`config.mk`:
```
export PLATFORM = sky130hd
export DESIGN_NAME = uiosc_top
export DESIGN_NICKNAME = d
export VERILOG_FILES = /design/src/hw/uiosc_sync.v /design/src/hw/uiosc_reading.v /design/src/hw/uiosc_top.v
export VERILOG_INCLUDE_DIRS = /design/src /design/src/hw
export SDC_FILE = /design/constraint.sdc
export NUM_CORES = 2
export LEC_CHECK = 0
export CORE_ASPECT_RATIO = 0.8
export CORE_MARGIN = 3
export CORE_UTILIZATION = 50
export CTS_BUF_LIST = sky130_fd_sc_hd__clkbuf_2
export CTS_CLUSTER_SIZE = 28
export DETAILED_ROUTE_END_ITERATION = 6
export DONT_BUFFER_PORTS = 1
export SKIP_LAST_GASP = 1
export SYNTH_ARGS = -nofsm -noshare
export SYNTH_HDL_FRONTEND = slang
export SYNTH_SLANG_ARGS = --single-unit
```
`constraint.sdc`:
```
create_clock -name ref_clk_in -period 10.5 [get_ports ref_clk_in]
set_clock_uncertainty 0.15 [all_clocks]
set_input_delay 1.575 -clock ref_clk_in [delete_from_list [all_inputs] [get_ports ref_clk_in]]
set_output_delay 1.575 -clock ref_clk_in [all_outputs]
set_load 0.01 [all_outputs]
```
`src/hw/uiosc_consts.vh`:
```
// Offsets, fields and reset values of the user I/O block.
// Included by the design files; holds definitions only.
`ifndef UIOSC_CONSTS_VH
`define UIOSC_CONSTS_VH

// Register byte offsets.
`define UIOSC_ADDR_CTRL 6'h00
`define UIOSC_ADDR_IOCFG 6'h04
`define UIOSC_ADDR_BRIGHT 6'h08
`define UIOSC_ADDR_THRESH 6'h0c
`define UIOSC_ADDR_AWCAL 6'h10
`define UIOSC_ADDR_VCAL 6'h14
`define UIOSC_ADDR_HOME 6'h18
`define UIOSC_ADDR_STATUS 6'h1c
`define UIOSC_ADDR_READING 6'h20
`define UIOSC_ADDR_MOVE 6'h24

// Control register fields.
`define UIOSC_CTRL_SRC 0
`define UIOSC_CTRL_CUNIT 2:1
`define UIOSC_CTRL_VUNIT 4:3
`define UIOSC_CTRL_HV1 5
`define UIOSC_CTRL_HV2 6
`define UIOSC_CTRL_WHEEL 8:7
`define UIOSC_CTRL_PERSIST 9
`define UIOSC_CTRL_TRACK 10
`define UIOSC_CTRL_MASK 32'h0000_05ff

// I/O configuration fields: connector n uses bits 4n+2..4n and 4n+3.
`define UIOSC_IOCFG_GPO1 8
`define UIOSC_IOCFG_GPO2 9
`define UIOSC_IOCFG_MASK 32'h0000_03ff

// Connector modes.
`define UIOSC_MODE_DIS 3'h0
`define UIOSC_MODE_GPIN 3'h1
`define UIOSC_MODE_TRKIN 3'h2
`define UIOSC_MODE_HOMEIN 3'h3
`define UIOSC_MODE_GPOUT 3'h4
`define UIOSC_MODE_TRKOUT 3'h5
`define UIOSC_MODE_ANALOG 3'h6

// Unit modes.
`define UIOSC_CUNIT_AMPS 2'h0
`define UIOSC_CUNIT_WATTS 2'h1
`define UIOSC_CUNIT_DB 2'h2
`define UIOSC_VUNIT_VOLTS 2'h0
`define UIOSC_VUNIT_PCT 2'h1
`define UIOSC_VUNIT_USER 2'h2

// Reset values.
`define UIOSC_RST_CTRL 32'h0000_0080
`define UIOSC_RST_IOCFG 32'h0000_0088
`define UIOSC_RST_BRIGHT 8'h80
`define UIOSC_RST_THRESH 16'h0100
`define UIOSC_RST_AWCAL 16'h0100
`define UIOSC_RST_VCAL 16'h0001
`define UIOSC_RST_HOME 32'h8000_8000

// Input span in millivolts; percent full scale.
`define UIOSC_EXT_SPAN_MV 16'd2000
`define UIOSC_PCT_FULL 7'd100

`endif

```
`src/hw/uiosc_sync.v`:
```
// Two-stage synchroniser for the digital user connector levels.
// Assumes asynchronous pin levels; the output is on ref_clk_in.
`timescale 1ns/100ps
module uiosc_sync (
    // Clock and reset.
    input wire ref_clk_in,
    input wire rst_b_in,
    // Levels.
    input wire [1:0] async_in,
    output wire [1:0] sync_out
);
    reg [1:0] meta_q;
    reg [1:0] sync_q;
    genvar i;
    generate
        for (i = 0; i < 2; i = i + 1) begin : g_bit
            always @(posedge ref_clk_in) begin
                if (!rst_b_in) begin
                    meta_q[i] <= 1'b0;
                    sync_q[i] <= 1'b0;
                end else begin
                    meta_q[i] <= async_in[i];
                    sync_q[i] <= meta_q[i];
                end
            end
        end
    endgenerate
    assign sync_out = sync_q;
endmodule

```
`src/hw/uiosc_reading.v`:
```
// Unit conversion of the feedback sample into the reported reading.
// Assumes the sample is on ref_clk_in; full scale 16'hffff.
`timescale 1ns/100ps
`include "uiosc_consts.vh"
module uiosc_reading (
    // Clock and reset.
    input wire ref_clk_in,
    input wire rst_b_in,
    // Configuration.
    input wire src_ext_in,
    input wire [1:0] cur_unit_in,
    input wire [1:0] volt_unit_in,
    input wire [15:0] aw_cal_in,
    input wire [15:0] v_cal_in,
    // Sample and result.
    input wire [15:0] sample_in,
    output wire [31:0] reading_out
);
    reg [31:0] reading_q;
    reg [31:0] reading_d;
    wire [31:0] watts_prod;
    wire [22:0] pct_prod;
    wire [31:0] user_prod;
    wire [4:0] msb_pos;

    // A scale factor of 1/(A/W) in 8.8 form avoids a divider.
    assign watts_prod = sample_in * aw_cal_in;
    assign pct_prod = sample_in * `UIOSC_PCT_FULL;
    assign user_prod = sample_in * v_cal_in;

    // Integer log2 of the power gives about 3 dB per step.
    function [4:0] msb_of;
        input [31:0] v;
        integer k;
        begin
            msb_of = 5'h00;
            for (k = 0; k < 32; k = k + 1) begin
                if (v[k]) begin
                    msb_of = k[4:0];
                end
            end
        end
    endfunction
    assign msb_pos = msb_of(watts_prod);

    always @* begin
        reading_d = {16'h0000, sample_in};
        if (!src_ext_in) begin
            case (cur_unit_in)
                `UIOSC_CUNIT_WATTS: reading_d = {8'h00, watts_prod[31:8]};
                `UIOSC_CUNIT_DB: reading_d = {25'h0, msb_pos, 2'b00}
                    - {27'h0, msb_pos};
                default: reading_d = {16'h0000, sample_in};
            endcase
        end else begin
            case (volt_unit_in)
                `UIOSC_VUNIT_PCT: reading_d = {25'h0, pct_prod[22:16]};
                `UIOSC_VUNIT_USER: reading_d = {16'h0000, user_prod[31:16]};
                default: reading_d = {16'h0000, sample_in};
            endcase
        end
    end

    always @(posedge ref_clk_in) begin
        if (!rst_b_in) begin
            reading_q <= 32'h0000_0000;
        end else begin
            reading_q <= reading_d;
        end
    end
    assign reading_out = reading_q;
endmodule

```
`src/hw/uiosc_top.v`:
```
// Feedback source, unit, drive range and user connector configuration
// with an AXI4-Lite register slave.
// Assumes samples arrive on ref_clk_in and connector pins are asynchronous.
//
// Contract
// - Select amplifier or external voltage feedback.
// - Amplifier source routes amplifier, enables autoranging.
// - External source bypasses amplifier, no ranging, 2V.
// - Amplifier readings in mA, mW or dB.
// - Voltage readings in volts or percent.
// - User mode reading is fraction times calibration.
// - Each drive output range 75V or 150V.
// - Connector one analog in, two analog out.
// - Disabled mode neither drives nor acts.
// - General input level readable by software.
// - Trigger level selects tracking or latch.
// - Home trigger moves circle to home position.
// - General output drives software written level.
// - Tracking output asserts above threshold.
// - Analog modes: feedback input, feedback monitor.
// - External source forces connector one analog; here only on register writes, not on a restore from the persistent store.
// - Monitor output follows relative range signal.
// - Polarity setting inverts digital connector level.
// - Display brightness accepted from 0 to 255.
// - Thumbwheel step low, mid or high.
// - Persisted settings stored and restored at power-up.
// - Manual moves accepted in latch and tracking.
// - Tracking indication when level exceeds threshold.
//
// Chosen here: register access over AXI4-Lite and the register addresses.
`timescale 1ns/100ps
`include "uiosc_consts.vh"
module uiosc_top (
    // Clock and reset.
    input wire ref_clk_in,
    input wire rst_b_in,
    // Write address and data.
    input wire s_axi_awvalid,
    output wire s_axi_awready,
    input wire [5:0] s_axi_awaddr,
    input wire s_axi_wvalid,
    output wire s_axi_wready,
    input wire [31:0] s_axi_wdata,
    input wire [3:0] s_axi_wstrb,
    // Write response.
    output wire s_axi_bvalid,
    input wire s_axi_bready,
    output wire [1:0] s_axi_bresp,
    // Read.
    input wire s_axi_arvalid,
    output wire s_axi_arready,
    input wire [5:0] s_axi_araddr,
    output wire s_axi_rvalid,
    input wire s_axi_rready,
    output wire [31:0] s_axi_rdata,
    output wire [1:0] s_axi_rresp,
    // Feedback samples.
    input wire [15:0] amp_sample_in,
    input wire [15:0] ext_sample_in,
    input wire [15:0] rel_signal_in,
    // Feedback path control.
    output wire amp_route_out,
    output wire autorange_en_out,
    output wire [15:0] ext_span_mv_out,
    output wire feedback_analog_input_out,
    output wire feedback_monitor_en_out,
    output wire [15:0] feedback_monitor_output_out,
    // Settings.
    output wire drive_output_one_hi_out,
    output wire drive_output_two_hi_out,
    output wire [7:0] bright_out,
    output wire [1:0] wheel_step_out,
    // Tracking and circle moves.
    output wire track_mode_out,
    output wire tracking_active_out,
    output wire move_valid_out,
    output wire [15:0] move_x_out,
    output wire [15:0] move_y_out,
    // User connector pins.
    input wire user_connector_one_in,
    output wire user_connector_one_out,
    output wire user_connector_one_oe_out,
    input wire user_connector_two_in,
    output wire user_connector_two_out,
    output wire user_connector_two_oe_out,
    // Persistent store.
    output wire nv_store_out,
    output wire [31:0] nv_ctrl_out,
    output wire [31:0] nv_iocfg_out,
    input wire nv_load_in,
    input wire [31:0] nv_ctrl_in,
    input wire [31:0] nv_iocfg_in
);
    reg [31:0] ctrl_q, iocfg_q, home_q, wdata_q, rdata_q, rdata_d;
    reg [15:0] thresh_q, awcal_q, vcal_q, move_x_q, move_y_q, monitor_q;
    reg [7:0] bright_q;
    reg [5:0] awaddr_q;
    reg [3:0] wstrb_q;
    reg [1:0] bresp_q, rresp_q, pin_q, oe_q, home_prev_q;
    reg aw_held_q, w_held_q, bvalid_q, rvalid_q, rmapped_d, nv_store_q;
    reg move_valid_q, track_mode_q, above_q;
    wire [31:0] wmask, wmerge_ctrl, wmerge_io, wmerge_home, wmerge_misc;
    wire [31:0] reading;
    wire [15:0] fb_level;
    wire [5:0] mode_all, status;
    wire [1:0] lvl_sync, active, trk_en, home_en, gp_out, pol;
    wire do_write, wmapped, src_ext, home_go, sw_move;

    // Write address and data are held separately until both are here.
    assign s_axi_awready = !aw_held_q && !bvalid_q;
    assign s_axi_wready = !w_held_q && !bvalid_q;
    assign do_write = aw_held_q && w_held_q && !bvalid_q;
    assign wmapped = awaddr_q[5:2] <= `UIOSC_ADDR_MOVE >> 2;
    assign wmask = {{8{wstrb_q[3]}}, {8{wstrb_q[2]}},
                    {8{wstrb_q[1]}}, {8{wstrb_q[0]}}};
    assign wmerge_ctrl = (ctrl_q & ~wmask) | (wdata_q & wmask);
    assign wmerge_io = (iocfg_q & ~wmask) | (wdata_q & wmask);
    assign wmerge_home = (home_q & ~wmask) | (wdata_q & wmask);
    assign wmerge_misc = wdata_q & wmask;
    assign sw_move = do_write && awaddr_q == `UIOSC_ADDR_MOVE;

    always @(posedge ref_clk_in) begin
        if (!rst_b_in) begin
            aw_held_q <= 1'b0;
            w_held_q <= 1'b0;
            bvalid_q <= 1'b0;
        end else begin
            if (s_axi_awvalid && s_axi_awready) begin
                aw_held_q <= 1'b1;
                awaddr_q <= s_axi_awaddr;
            end
            if (s_axi_wvalid && s_axi_wready) begin
                w_held_q <= 1'b1;
                wdata_q <= s_axi_wdata;
                wstrb_q <= s_axi_wstrb;
            end
            if (do_write) begin
                aw_held_q <= 1'b0;
                w_held_q <= 1'b0;
                bvalid_q <= 1'b1;
                bresp_q <= wmapped ? 2'b00 : 2'b10;
            end else if (bvalid_q && s_axi_bready) begin
                bvalid_q <= 1'b0;
            end
        end
    end

    // Register file; a restore from the persistent store wins over a write.
    always @(posedge ref_clk_in) begin
        if (!rst_b_in) begin
            ctrl_q <= `UIOSC_RST_CTRL;
            iocfg_q <= `UIOSC_RST_IOCFG;
            bright_q <= `UIOSC_RST_BRIGHT;
            thresh_q <= `UIOSC_RST_THRESH;
            awcal_q <= `UIOSC_RST_AWCAL;
            vcal_q <= `UIOSC_RST_VCAL;
            home_q <= `UIOSC_RST_HOME;
            nv_store_q <= 1'b0;
        end else begin
            nv_store_q <= 1'b0;
            if (nv_load_in) begin
                ctrl_q <= nv_ctrl_in & `UIOSC_CTRL_MASK & ~32'h0000_0200;
                iocfg_q <= nv_iocfg_in & `UIOSC_IOCFG_MASK;
            end else if (do_write) begin
                case (awaddr_q)
                    `UIOSC_ADDR_CTRL: begin
                        ctrl_q <= wmerge_ctrl & `UIOSC_CTRL_MASK
                            & ~32'h0000_0200;
                        nv_store_q <= wmerge_ctrl[`UIOSC_CTRL_PERSIST];
                        if (wmerge_ctrl[`UIOSC_CTRL_SRC]) begin
                            iocfg_q[2:0] <= `UIOSC_MODE_ANALOG;
                        end
                    end
                    `UIOSC_ADDR_IOCFG: begin
                        iocfg_q <= wmerge_io & `UIOSC_IOCFG_MASK;
                        if (ctrl_q[`UIOSC_CTRL_SRC]) begin
                            iocfg_q[2:0] <= `UIOSC_MODE_ANALOG;
                        end
                    end
                    `UIOSC_ADDR_BRIGHT: bright_q <= wmerge_misc[7:0];
                    `UIOSC_ADDR_THRESH: thresh_q <= wmerge_misc[15:0];
                    `UIOSC_ADDR_AWCAL: awcal_q <= wmerge_misc[15:0];
                    `UIOSC_ADDR_VCAL: vcal_q <= wmerge_misc[15:0];
                    `UIOSC_ADDR_HOME: home_q <= wmerge_home;
                    default: nv_store_q <= 1'b0;
                endcase
            end
        end
    end

    // Reads answer one cycle after the address is taken.
    assign s_axi_arready = !rvalid_q;
    assign status = {above_q, track_mode_q, active, lvl_sync};
    always @* begin
        rdata_d = 32'h0000_0000;
        rmapped_d = 1'b1;
        case (s_axi_araddr)
            `UIOSC_ADDR_CTRL: rdata_d = ctrl_q;
            `UIOSC_ADDR_IOCFG: rdata_d = iocfg_q;
            `UIOSC_ADDR_BRIGHT: rdata_d = {24'h000000, bright_q};
            `UIOSC_ADDR_THRESH: rdata_d = {16'h0000, thresh_q};
            `UIOSC_ADDR_AWCAL: rdata_d = {16'h0000, awcal_q};
            `UIOSC_ADDR_VCAL: rdata_d = {16'h0000, vcal_q};
            `UIOSC_ADDR_HOME: rdata_d = home_q;
            `UIOSC_ADDR_STATUS: rdata_d = {26'h0, status};
            `UIOSC_ADDR_READING: rdata_d = reading;
            `UIOSC_ADDR_MOVE: rdata_d = {move_y_q, move_x_q};
            default: rmapped_d = 1'b0;
        endcase
    end

    always @(posedge ref_clk_in) begin
        if (!rst_b_in) begin
            rvalid_q <= 1'b0;
            rdata_q <= 32'h0000_0000;
            rresp_q <= 2'b00;
        end else if (s_axi_arvalid && s_axi_arready) begin
            rvalid_q <= 1'b1;
            rdata_q <= rdata_d;
            rresp_q <= rmapped_d ? 2'b00 : 2'b10;
        end else if (rvalid_q && s_axi_rready) begin
            rvalid_q <= 1'b0;
        end
    end

    // Feedback source selection and derived path controls.
    assign src_ext = ctrl_q[`UIOSC_CTRL_SRC];
    assign amp_route_out = !src_ext;
    assign autorange_en_out = !src_ext;
    assign ext_span_mv_out = `UIOSC_EXT_SPAN_MV;
    assign fb_level = src_ext ? ext_sample_in : amp_sample_in;

    uiosc_reading u_reading (
        .ref_clk_in(ref_clk_in),
        .rst_b_in(rst_b_in),
        .src_ext_in(src_ext),
        .cur_unit_in(ctrl_q[`UIOSC_CTRL_CUNIT]),
        .volt_unit_in(ctrl_q[`UIOSC_CTRL_VUNIT]),
        .aw_cal_in(awcal_q),
        .v_cal_in(vcal_q),
        .sample_in(fb_level),
        .reading_out(reading)
    );

    // Pin levels are asynchronous, so they are synchronised first.
    uiosc_sync u_sync (
        .ref_clk_in(ref_clk_in),
        .rst_b_in(rst_b_in),
        .async_in({user_connector_two_in, user_connector_one_in}),
        .sync_out(lvl_sync)
    );

    assign mode_all = {iocfg_q[6:4], iocfg_q[2:0]};
    assign pol = {iocfg_q[7], iocfg_q[3]};
    assign gp_out = {iocfg_q[`UIOSC_IOCFG_GPO2], iocfg_q[`UIOSC_IOCFG_GPO1]};

    // Per-connector decode; disabled and analog modes never drive digitally.
    genvar c;
    generate
        for (c = 0; c < 2; c = c + 1) begin : g_conn
            wire [2:0] mode;
            assign mode = mode_all[3*c+2:3*c];
            assign active[c] = pol[c] ? lvl_sync[c] : !lvl_sync[c];
            assign trk_en[c] = mode == `UIOSC_MODE_TRKIN;
            assign home_en[c] = mode == `UIOSC_MODE_HOMEIN;
            always @(posedge ref_clk_in) begin
                if (!rst_b_in) begin
                    pin_q[c] <= 1'b0;
                    oe_q[c] <= 1'b0;
                    home_prev_q[c] <= 1'b0;
                end else begin
                    home_prev_q[c] <= home_en[c] && active[c];
                    case (mode)
                        `UIOSC_MODE_GPOUT: begin
                            pin_q[c] <= pol[c] ? gp_out[c] : !gp_out[c];
                            oe_q[c] <= 1'b1;
                        end
                        `UIOSC_MODE_TRKOUT: begin
                            pin_q[c] <= pol[c] ? above_q : !above_q;
                            oe_q[c] <= 1'b1;
                        end
                        default: begin
                            pin_q[c] <= 1'b0;
                            oe_q[c] <= 1'b0;
                        end
                    endcase
                end
            end
        end
    endgenerate

    assign home_go = |(home_en & active & ~home_prev_q);

    // Tracking state, threshold compare, monitor and circle moves.
    always @(posedge ref_clk_in) begin
        if (!rst_b_in) begin
            track_mode_q <= 1'b0;
            above_q <= 1'b0;
            monitor_q <= 16'h0000;
            move_valid_q <= 1'b0;
            move_x_q <= 16'h0000;
            move_y_q <= 16'h0000;
        end else begin
            above_q <= fb_level > thresh_q;
            monitor_q <= feedback_monitor_en_out ?
                rel_signal_in : 16'h0000;
            if (trk_en[0]) begin
                track_mode_q <= active[0];
            end else if (trk_en[1]) begin
                track_mode_q <= active[1];
            end else begin
                track_mode_q <= ctrl_q[`UIOSC_CTRL_TRACK];
            end
            move_valid_q <= home_go || sw_move;
            if (home_go) begin
                move_x_q <= home_q[15:0];
                move_y_q <= home_q[31:16];
            end else if (sw_move) begin
                move_x_q <= wdata_q[15:0];
                move_y_q <= wdata_q[31:16];
            end
        end
    end

    // Analog modes belong to one connector each.
    assign feedback_analog_input_out =
        mode_all[2:0] == `UIOSC_MODE_ANALOG;
    assign feedback_monitor_en_out =
        mode_all[5:3] == `UIOSC_MODE_ANALOG;
    assign feedback_monitor_output_out = monitor_q;

    assign drive_output_one_hi_out = ctrl_q[`UIOSC_CTRL_HV1];
    assign drive_output_two_hi_out = ctrl_q[`UIOSC_CTRL_HV2];
    assign bright_out = bright_q;
    assign wheel_step_out = ctrl_q[`UIOSC_CTRL_WHEEL];
    assign track_mode_out = track_mode_q;
    assign tracking_active_out = above_q;
    assign move_valid_out = move_valid_q;
    assign move_x_out = move_x_q;
    assign move_y_out = move_y_q;
    assign user_connector_one_out = pin_q[0];
    assign user_connector_one_oe_out = oe_q[0];
    assign user_connector_two_out = pin_q[1];
    assign user_connector_two_oe_out = oe_q[1];
    assign nv_store_out = nv_store_q;
    assign nv_ctrl_out = ctrl_q;
    assign nv_iocfg_out = iocfg_q;
    assign s_axi_bvalid = bvalid_q;
    assign s_axi_bresp = bresp_q;
    assign s_axi_rvalid = rvalid_q;
    assign s_axi_rdata = rdata_q;
    assign s_axi_rresp = rresp_q;
endmodule

```
Word-level counts from Yosys, hierarchy flattened --
Index checks and enable logic that the tools add are counted.
Storage, ports and cells: input port bits 170, word-level logic and storage cells 206, bits in writable memories 0, latch bits 0, register bits 284, ROM bits 0, memories 0, output and inout port bits 193
Operators by class: div/mod/pow operators 0, multiplexer cells 68, bitwise operators 15, $add $sub $neg 1, reductions and logical operators 50, equality and inequality tests 31, $mul 3, $lt $le $gt $ge 2, shift operators 0
Operators by type and width (number):
- 32-bit one-hot mux with 10 select lines | 1
- 16-bit two-way mux | 5
- 5-bit two-way mux | 16
- 32-bit bitwise AND | 2
- 16-bit by 16-bit multiplier with 32-bit output | 2
- 32-bit one-hot mux with 2 select lines | 1
- 6-bit by 5-bit == test with 1-bit output (second input constant) | 7
- 11-bit two-way mux | 3
- 32-bit two-way mux | 1
- 4-bit two-way mux | 8
- 32-bit inverter | 1
- 32-bit OR | 1
- 16-bit one-hot mux with 2 select lines | 1
- 6-bit by 4-bit == test with 1-bit output (second input constant) | 4
- 16-bit by 5-bit multiplier with 21-bit output (second input constant) | 1
- 10-bit two-way mux | 2
- 3-bit == test (second input constant) | 6
- 6-bit == test (second input constant) | 3
- 3-bit two-way mux | 6
- 3-bit AND reduction | 6
- 16-bit > comparator | 1
- 1-bit two-way mux | 16
- 3-bit by 2-bit == test with 1-bit output (second input constant) | 4
- 6-bit by 3-bit == test with 1-bit output (second input constant) | 2
- 26 further kinds | 70

Depth between registers and ports, before layout --
depth after elaboration 36, gate-level depth with buffers 36, depth with buffers taken out 32

By module --
A second synthesis with hierarchy kept.
Unflattened totals: cells, all modules 3521, area, all modules 31651.6 µm²
Modules (own cells, without submodules):
- uiosc_reading | area each 19822.8 µm², cells each 2295, instances 1, sequential area each 500.5 µm²
- uiosc_top | area each 11723.7 µm², cells each 1218, instances 1, sequential area each 5355.1 µm²
- uiosc_sync | area each 105.1 µm², cells each 8, instances 1, sequential area each 80.1 µm²

Least setup slack after synthesis --
Ideal clock, no wire load.
path kind input port to flip-flop, start input port ext_sample_in[6], end register u_reading.reading_q[15], in the netlist u_reading.reading_out[15], data required time 10.207 ns, library setup time 0.143 ns, path buffers 2, data arrival time 9.114 ns, setup slack 1.093 ns, cell stages on the path 32, path through nand2_1 -> a21boi_0 -> inv_1 -> buf_1 -> nand2_1 -> fa_1 -> inv_1 -> fa_1 -> inv_1 -> fa_1 -> inv_1 -> fa_1 -> fa_1 -> inv_1 -> fa_1 -> inv_1 -> ha_1 -> buf_4 -> o21a_1 -> o2bb2ai_2 -> or4b_4 -> o21ai_1 -> xnor2_1 -> nand3b_1 -> nor4_1 -> a21oi_1 -> ha_1 -> nand3_1 -> a211oi_2 -> nor4_4 -> nor3_4 -> a211oi_1
Between the ends: word-level cells in the longest chain between the ends 31, elaborated cells between the ends (all ways) 33, classes of those cells 1 x add/sub; 2 x mul; 30 x mux
Ends and longest elaborated chain:
- start, declared | line uiosc_top.v:59 | input wire [15:0] ext_sample_in,
- 16-bit two-way mux (*) | line uiosc_top.v:231 | assign fb_level = src_ext ? ext_sample_in : amp_sample_in;
- 16-bit by 16-bit multiplier with 32-bit output | line uiosc_reading.v:27 | assign watts_prod = sample_in * aw_cal_in;
- 3-bit two-way mux (2 in series) | line uiosc_reading.v:38 | if (v[k]) begin
- 4-bit two-way mux (8 in series) | line uiosc_reading.v:38
- 5-bit two-way mux (16 in series) | line uiosc_reading.v:38
- 7-bit by 5-bit subtractor with 8-bit output | line uiosc_reading.v:52 | - {27'h0, msb_pos};
- 32-bit one-hot mux with 2 select lines | line uiosc_reading.v:49 | case (cur_unit_in)
- 32-bit two-way mux (*) | line uiosc_reading.v:48 | if (!src_ext_in) begin
- end signal, assigned | line uiosc_reading.v:68 | reading_q <= reading_d;
- end, declared | line uiosc_reading.v:19 | reg [31:0] reading_q;
Mark *: on every way between the ends. The rest lies on a longest branch, timed or not. A chain may end at the register's enable or synchronous reset.

Worst setup path after layout --
start register ctrl_q[0], in the netlist nv_ctrl_out[0], end register u_reading.reading_q[13], in the netlist u_reading.reading_out[13]
Between the ends: word-level cells in the longest chain between the ends 36, elaborated cells between the ends (all ways) 38, classes of those cells 1 x add/sub; 2 x mul; 35 x mux
Ends and longest elaborated chain:
- start, declared | line uiosc_top.v:94 | reg [31:0] ctrl_q, iocfg_q, home_q, wdata_q, rdata_q, rdata_d;
- start signal, assigned | line uiosc_top.v:151 | ctrl_q <= `UIOSC_RST_CTRL;
- start signal, assigned | line uiosc_top.v:162 | ctrl_q <= nv_ctrl_in & `UIOSC_CTRL_MASK & ~32'h0000_0200;
- start signal, assigned | line uiosc_top.v:167 | ctrl_q <= wmerge_ctrl & `UIOSC_CTRL_MASK
- 16-bit two-way mux | line uiosc_top.v:231
- 16-bit by 16-bit multiplier with 32-bit output | line uiosc_reading.v:27
- 1-bit two-way mux | line uiosc_reading.v:38
- 2-bit two-way mux (2 in series) | line uiosc_reading.v:38
- 3-bit two-way mux (4 in series) | line uiosc_reading.v:38
- 4-bit two-way mux (8 in series) | line uiosc_reading.v:38
- 5-bit two-way mux (16 in series) | line uiosc_reading.v:38
- 7-bit by 5-bit subtractor with 8-bit output | line uiosc_reading.v:52
- 32-bit one-hot mux with 2 select lines | line uiosc_reading.v:49
- 32-bit two-way mux (*) | line uiosc_reading.v:48
Marks and branches as above.

==> impl_metrics.xml <==
<?xml version="1.0" encoding="UTF-8"?>
<metrics>
  <group name="detailed_routing">
    <metric name="drc" unit="">10</metric>
    <metric name="drt_iter0_drc" unit="">2677</metric>
    <metric name="route.final.wire_length" unit="mm">97.6</metric>
    <metric name="route.met2.wl" unit="mm">43.0</metric>
    <metric name="average_wire_per_standard_cell" unit="um">22.3</metric>
    <metric name="highest-signal-layer" unit="">met5</metric>
    <metric name="avgViaCountPerCell" unit="">5.74</metric>
    <metric name="routed-via-count" unit="">25076</metric>
    <metric name="routed-wl-met3" unit="mm">9.78</metric>
    <metric name="ant_nets" unit="">0</metric>
    <metric name="drt_pre_antenna_iters" unit="">7</metric>
    <metric name="met1_length" unit="mm">42.1</metric>
  </group>
  <group name="layout">
    <metric name="layout.nets" unit="">4324</metric>
    <metric name="share_of_cells_above_drive_strength_1" unit="%">6.89</metric>
    <metric name="instances_no_fill" unit="">4367</metric>
    <metric name="multi_input_area" unit="um2">22200</metric>
    <metric name="syn_to_final_growth" unit="%">3.81</metric>
    <metric name="sequential_area" unit="um2">5940</metric>
    <metric name="filler_cell_count" unit="">5765</metric>
  </group>
  <group name="cts">
    <metric name="hold_buffers" unit="">0</metric>
    <metric name="cts_tree" unit="">built</metric>
    <metric name="cts_buffers" unit="">59</metric>
    <metric name="cts_repair_resize_count" unit="">0</metric>
    <metric name="cts.repair_timing.setup_buffer_count" unit="">0</metric>
    <metric name="worst_skew_pair.late_latency" unit="ps">1010</metric>
    <metric name="worst_setup_hold_path_clk_slew" unit="ps">120</metric>
    <metric name="clockBufferDepth" unit="">3</metric>
    <metric name="root_buffer" unit="">clkbuf_2</metric>
    <metric name="clkSinkCount" unit="">275</metric>
    <metric name="htree_levels" unit="">2</metric>
  </group>
  <group name="outcome">
    <metric name="violations" unit="">DRC</metric>
    <metric name="outcome" unit="">complete, but fails checks</metric>
  </group>
  <group name="worst_setup_path">
    <metric name="arrival_time_reported_for_the_critical_path_endpoint" unit="ps">10520</metric>
    <metric name="critical_path.top_delay_family" unit="">adder cells</metric>
    <metric name="startpoint" unit="">nv_ctrl_out[0]</metric>
    <metric name="worstReg2RegStart" unit="">nv_ctrl_out[0]</metric>
    <metric name="timing_worst_setup_path_type" unit="">flip-flop to flip-flop</metric>
    <metric name="setup.worst_path.start_class" unit="">flip-flop</metric>
    <metric name="path_common_cell" unit="">fa_1</metric>
    <metric name="critical_path_buf_inv_count" unit="">7</metric>
    <metric name="critical_path_sink_type" unit="">flip-flop</metric>
    <metric name="required" unit="ps">11260</metric>
    <metric name="slowest_stage_cell_on_the_critical_path" unit="">dfxtp_2</metric>
    <metric name="slowest_delay" unit="ps">880</metric>
    <metric name="critPathMaxFanout" unit="">25</metric>
  </group>
  <group name="flow_run">
    <metric name="max_cap_violations" unit="">0</metric>
  </group>
  <group name="die">
    <metric name="core_area" unit="um2">61400</metric>
    <metric name="design.die.area" unit="um2">65400</metric>
    <metric name="top_level_port_count" unit="">363</metric>
    <metric name="placementRows" unit="">81</metric>
    <metric name="start_util" unit="%">50.8</metric>
    <metric name="die_y" unit="um">229</metric>
    <metric name="die_w" unit="um">285</metric>
  </group>
  <group name="synthesis">
    <metric name="synth.top_cell.area_share" unit="%">25.5</metric>
    <metric name="synth-seq-cells" unit="">275</metric>
    <metric name="netlist_area" unit="um2">31200</metric>
    <metric name="syn_avg_cell_area" unit="um2">8.78</metric>
    <metric name="yosys_most_used_dff" unit="">dfxtp_1</metric>
    <metric name="syn-instance-count" unit="">3552</metric>
    <metric name="yosys.cell_types.count" unit="">92</metric>
    <metric name="synth-seq-area-share" unit="%">19.0</metric>
    <metric name="yosysWarnings" unit="">0</metric>
    <metric name="synthArstFlopShare" unit="%">0</metric>
    <metric name="synth.top_cells.by_area" unit="">fa_1 25%, dfxtp_1 15%, ha_1 11%</metric>
    <metric name="synth_top_cell_by_area" unit="">fa_1</metric>
    <metric name="synth_edf_count" unit="">43</metric>
  </group>
  <group name="grt">
    <metric name="grt.overflow.total" unit="">0</metric>
    <metric name="initial_antenna_violation_count" unit="">6</metric>
    <metric name="grt_pass1_vias" unit="">25538</metric>
    <metric name="grt_use_total" unit="%">29.7</metric>
    <metric name="first_pass_grt_wire_length" unit="mm">151</metric>
    <metric name="maximum_number_of_pins_on_one_net_before_global_route_repair" unit="">93</metric>
  </group>
  <group name="power_and_ir_drop">
    <metric name="power.ir.vdd_worst" unit="mV">0.0742</metric>
    <metric name="leakagePower" unit="nW">15.0</metric>
    <metric name="power-per-cell-area" unit="nW/um2">74.9</metric>
  </group>
  <group name="timing">
    <metric name="slew-limit-headroom" unit="%">8.62</metric>
    <metric name="final_critical_period" unit="ps">9750</metric>
    <metric name="fmaxAchievable" unit="MHz">103</metric>
    <metric name="post-route-period-util" unit="%">92.9</metric>
    <metric name="unrepaired_setup_endpoints_after_global_routing" unit="">false</metric>
    <metric name="max_slew.worst_pin.slew" unit="ps">1370</metric>
    <metric name="timing.final.setup_violations" unit="">0</metric>
    <metric name="final_hold_violating_endpoints" unit="">0</metric>
    <metric name="finalSetupTns" unit="ps">0</metric>
    <metric name="timing_max_transition_violations_final" unit="">0</metric>
    <metric name="worst_setup_slack_after_layout" unit="ps">745</metric>
  </group>
  <group name="placement">
    <metric name="dpl.cell_count" unit="">4249</metric>
    <metric name="io_buffer_count" unit="">0</metric>
    <metric name="detailedPlace.worstSlack" unit="ps">239</metric>
    <metric name="gp_congestion" unit="">0.934</metric>
    <metric name="dp_hpwl" unit="mm">76.5</metric>
  </group>
  <group name="hold_path">
    <metric name="hold_path_startpoint" unit="">u_sync.meta_q[1]</metric>
    <metric name="min-delay-path-class" unit="">flip-flop to flip-flop</metric>
  </group>
</metrics>
==> layout by cell type (no fill, tap or decap), types with 29 or more instances in the layout <==
cell      count
a21o_1       29
nor2_1      295
ha_1        277
nor3_1       39
o21ai_0      48
nand2_1     354
fa_1        397
inv_1       544
mux2i_1      78
and2_1      281
a21oi_1     179
clkbuf_2     96
conb_1       62
xnor2_1      33
buf_4        71
edfxtp_1     43
a222oi_1     32
a211oi_1     57
dfxtp_1     231
==> cells by family (layout without fill, tap and decap cells) <==
group	count (synthesis)	after routing	share of synthesized area, %
fa+ha+maj	674	674	36.6
xor+xnor	53	53	1.49
buf+inv	809	725	10.6
compound gates	527	527	11.9
other cells	2	71	0.0241
flops	275	275	19.0
mux	92	92	3.08
simple gates	1120	1120	17.3
==> worst paths after layout <==
kind | slack, ps | cells after the start | endpoint
worst max-delay path | 750 | 31 | u_reading.reading_out[13]
worst min register to register | 300 | 1 | u_sync.sync_out[1]
worst max register to register | 750 | 31 | u_reading.reading_out[13]
worst min-delay path | 300 | 1 | u_sync.sync_out[1]
==> where the power goes <==
| group | switching (W) | total (W) | internal [W] |
|---|---|---|---|
| Clock | 0.000442 | 0.000712 | 0.000270 |
| Combinational | 0.000376 | 0.000567 | 0.000192 |
| Sequential | 0.0000480 | 0.00115 | 0.00110 |
| Total | 0.000865 | 0.00243 | 0.00156 |
==> through the flow <==
step	total power [W]	utilization [%]	cell area [um2]	hold slack, ps
after floorplan	0.00155	-	31400	262
after global placement	0.00170	51.7	31800	276
after detailed placement	0.00172	51.7	31800	283
after CTS	0.00242	52.7	32400	306
after global routing	0.00255	52.7	32400	318
final	0.00243	52.7	32400	295
==> worst register-to-register path, delay by kind of cell (launching register included) <==
family / cells / cell delay, ps
AND/OR/NAND/NOR: 8 / 1300
buffers and inverters: 7 / 1270
multiplexers: 1 / 610
AO/OA/AOI/OAI: 6 / 1470
adder cells (fa/ha/maj): 8 / 3660
XOR/XNOR: 1 / 440
flip-flops: 1 / 880
==> per-layer routing <==
metal / global-route usage [%] / up-vias
li1: - / 11266
met1: 42.7 / 12492
met2: 44.8 / 1111
met3: 6.94 / 201
met4: 8.12 / 6
met5: 0 / -
==> layout make-up <==
type / instances / area share (%)
Multi-Input combinational cell: 2528 / 68.6
Sequential cell: 275 / 18.3
Inverter: 545 / 6.33
Tap cell: 830 / 3.21
Timing Repair Buffer: 71 / 1.65
Clock buffer: 96 / 1.48
Clock inverter: 13 / 0.297
Antenna cell: 9 / 0.0695
==> Yosys cell counts (7+ instances only) <==
| cell type | instances |
|---|---|
| inv_1 | 545 |
| fa_1 | 397 |
| nand2_1 | 354 |
| nor2_1 | 297 |
| and2_1 | 281 |
| ha_1 | 277 |
| dfxtp_1 | 232 |
| a21oi_1 | 179 |
| clkbuf_1 | 175 |
| mux2i_1 | 78 |
| buf_4 | 73 |
| a211oi_1 | 57 |
| o21ai_0 | 48 |
| edfxtp_1 | 43 |
| nor3_1 | 41 |
| xnor2_1 | 33 |
| a222oi_1 | 32 |
| a21o_1 | 29 |
| nor2b_1 | 27 |
| nand3_1 | 25 |
| nand2b_1 | 22 |
| xor2_1 | 20 |
| o21a_1 | 18 |
| a31oi_1 | 17 |
| o211ai_1 | 17 |
| a221oi_1 | 16 |
| a22oi_1 | 15 |
| mux2_2 | 12 |
| buf_1 | 10 |
| nand4_1 | 10 |
| nor4_1 | 9 |
| a211o_1 | 8 |
| and3_1 | 8 |
| o21bai_1 | 7 |
| or3_1 | 7 |
Power figures use the tool's default switching activity.
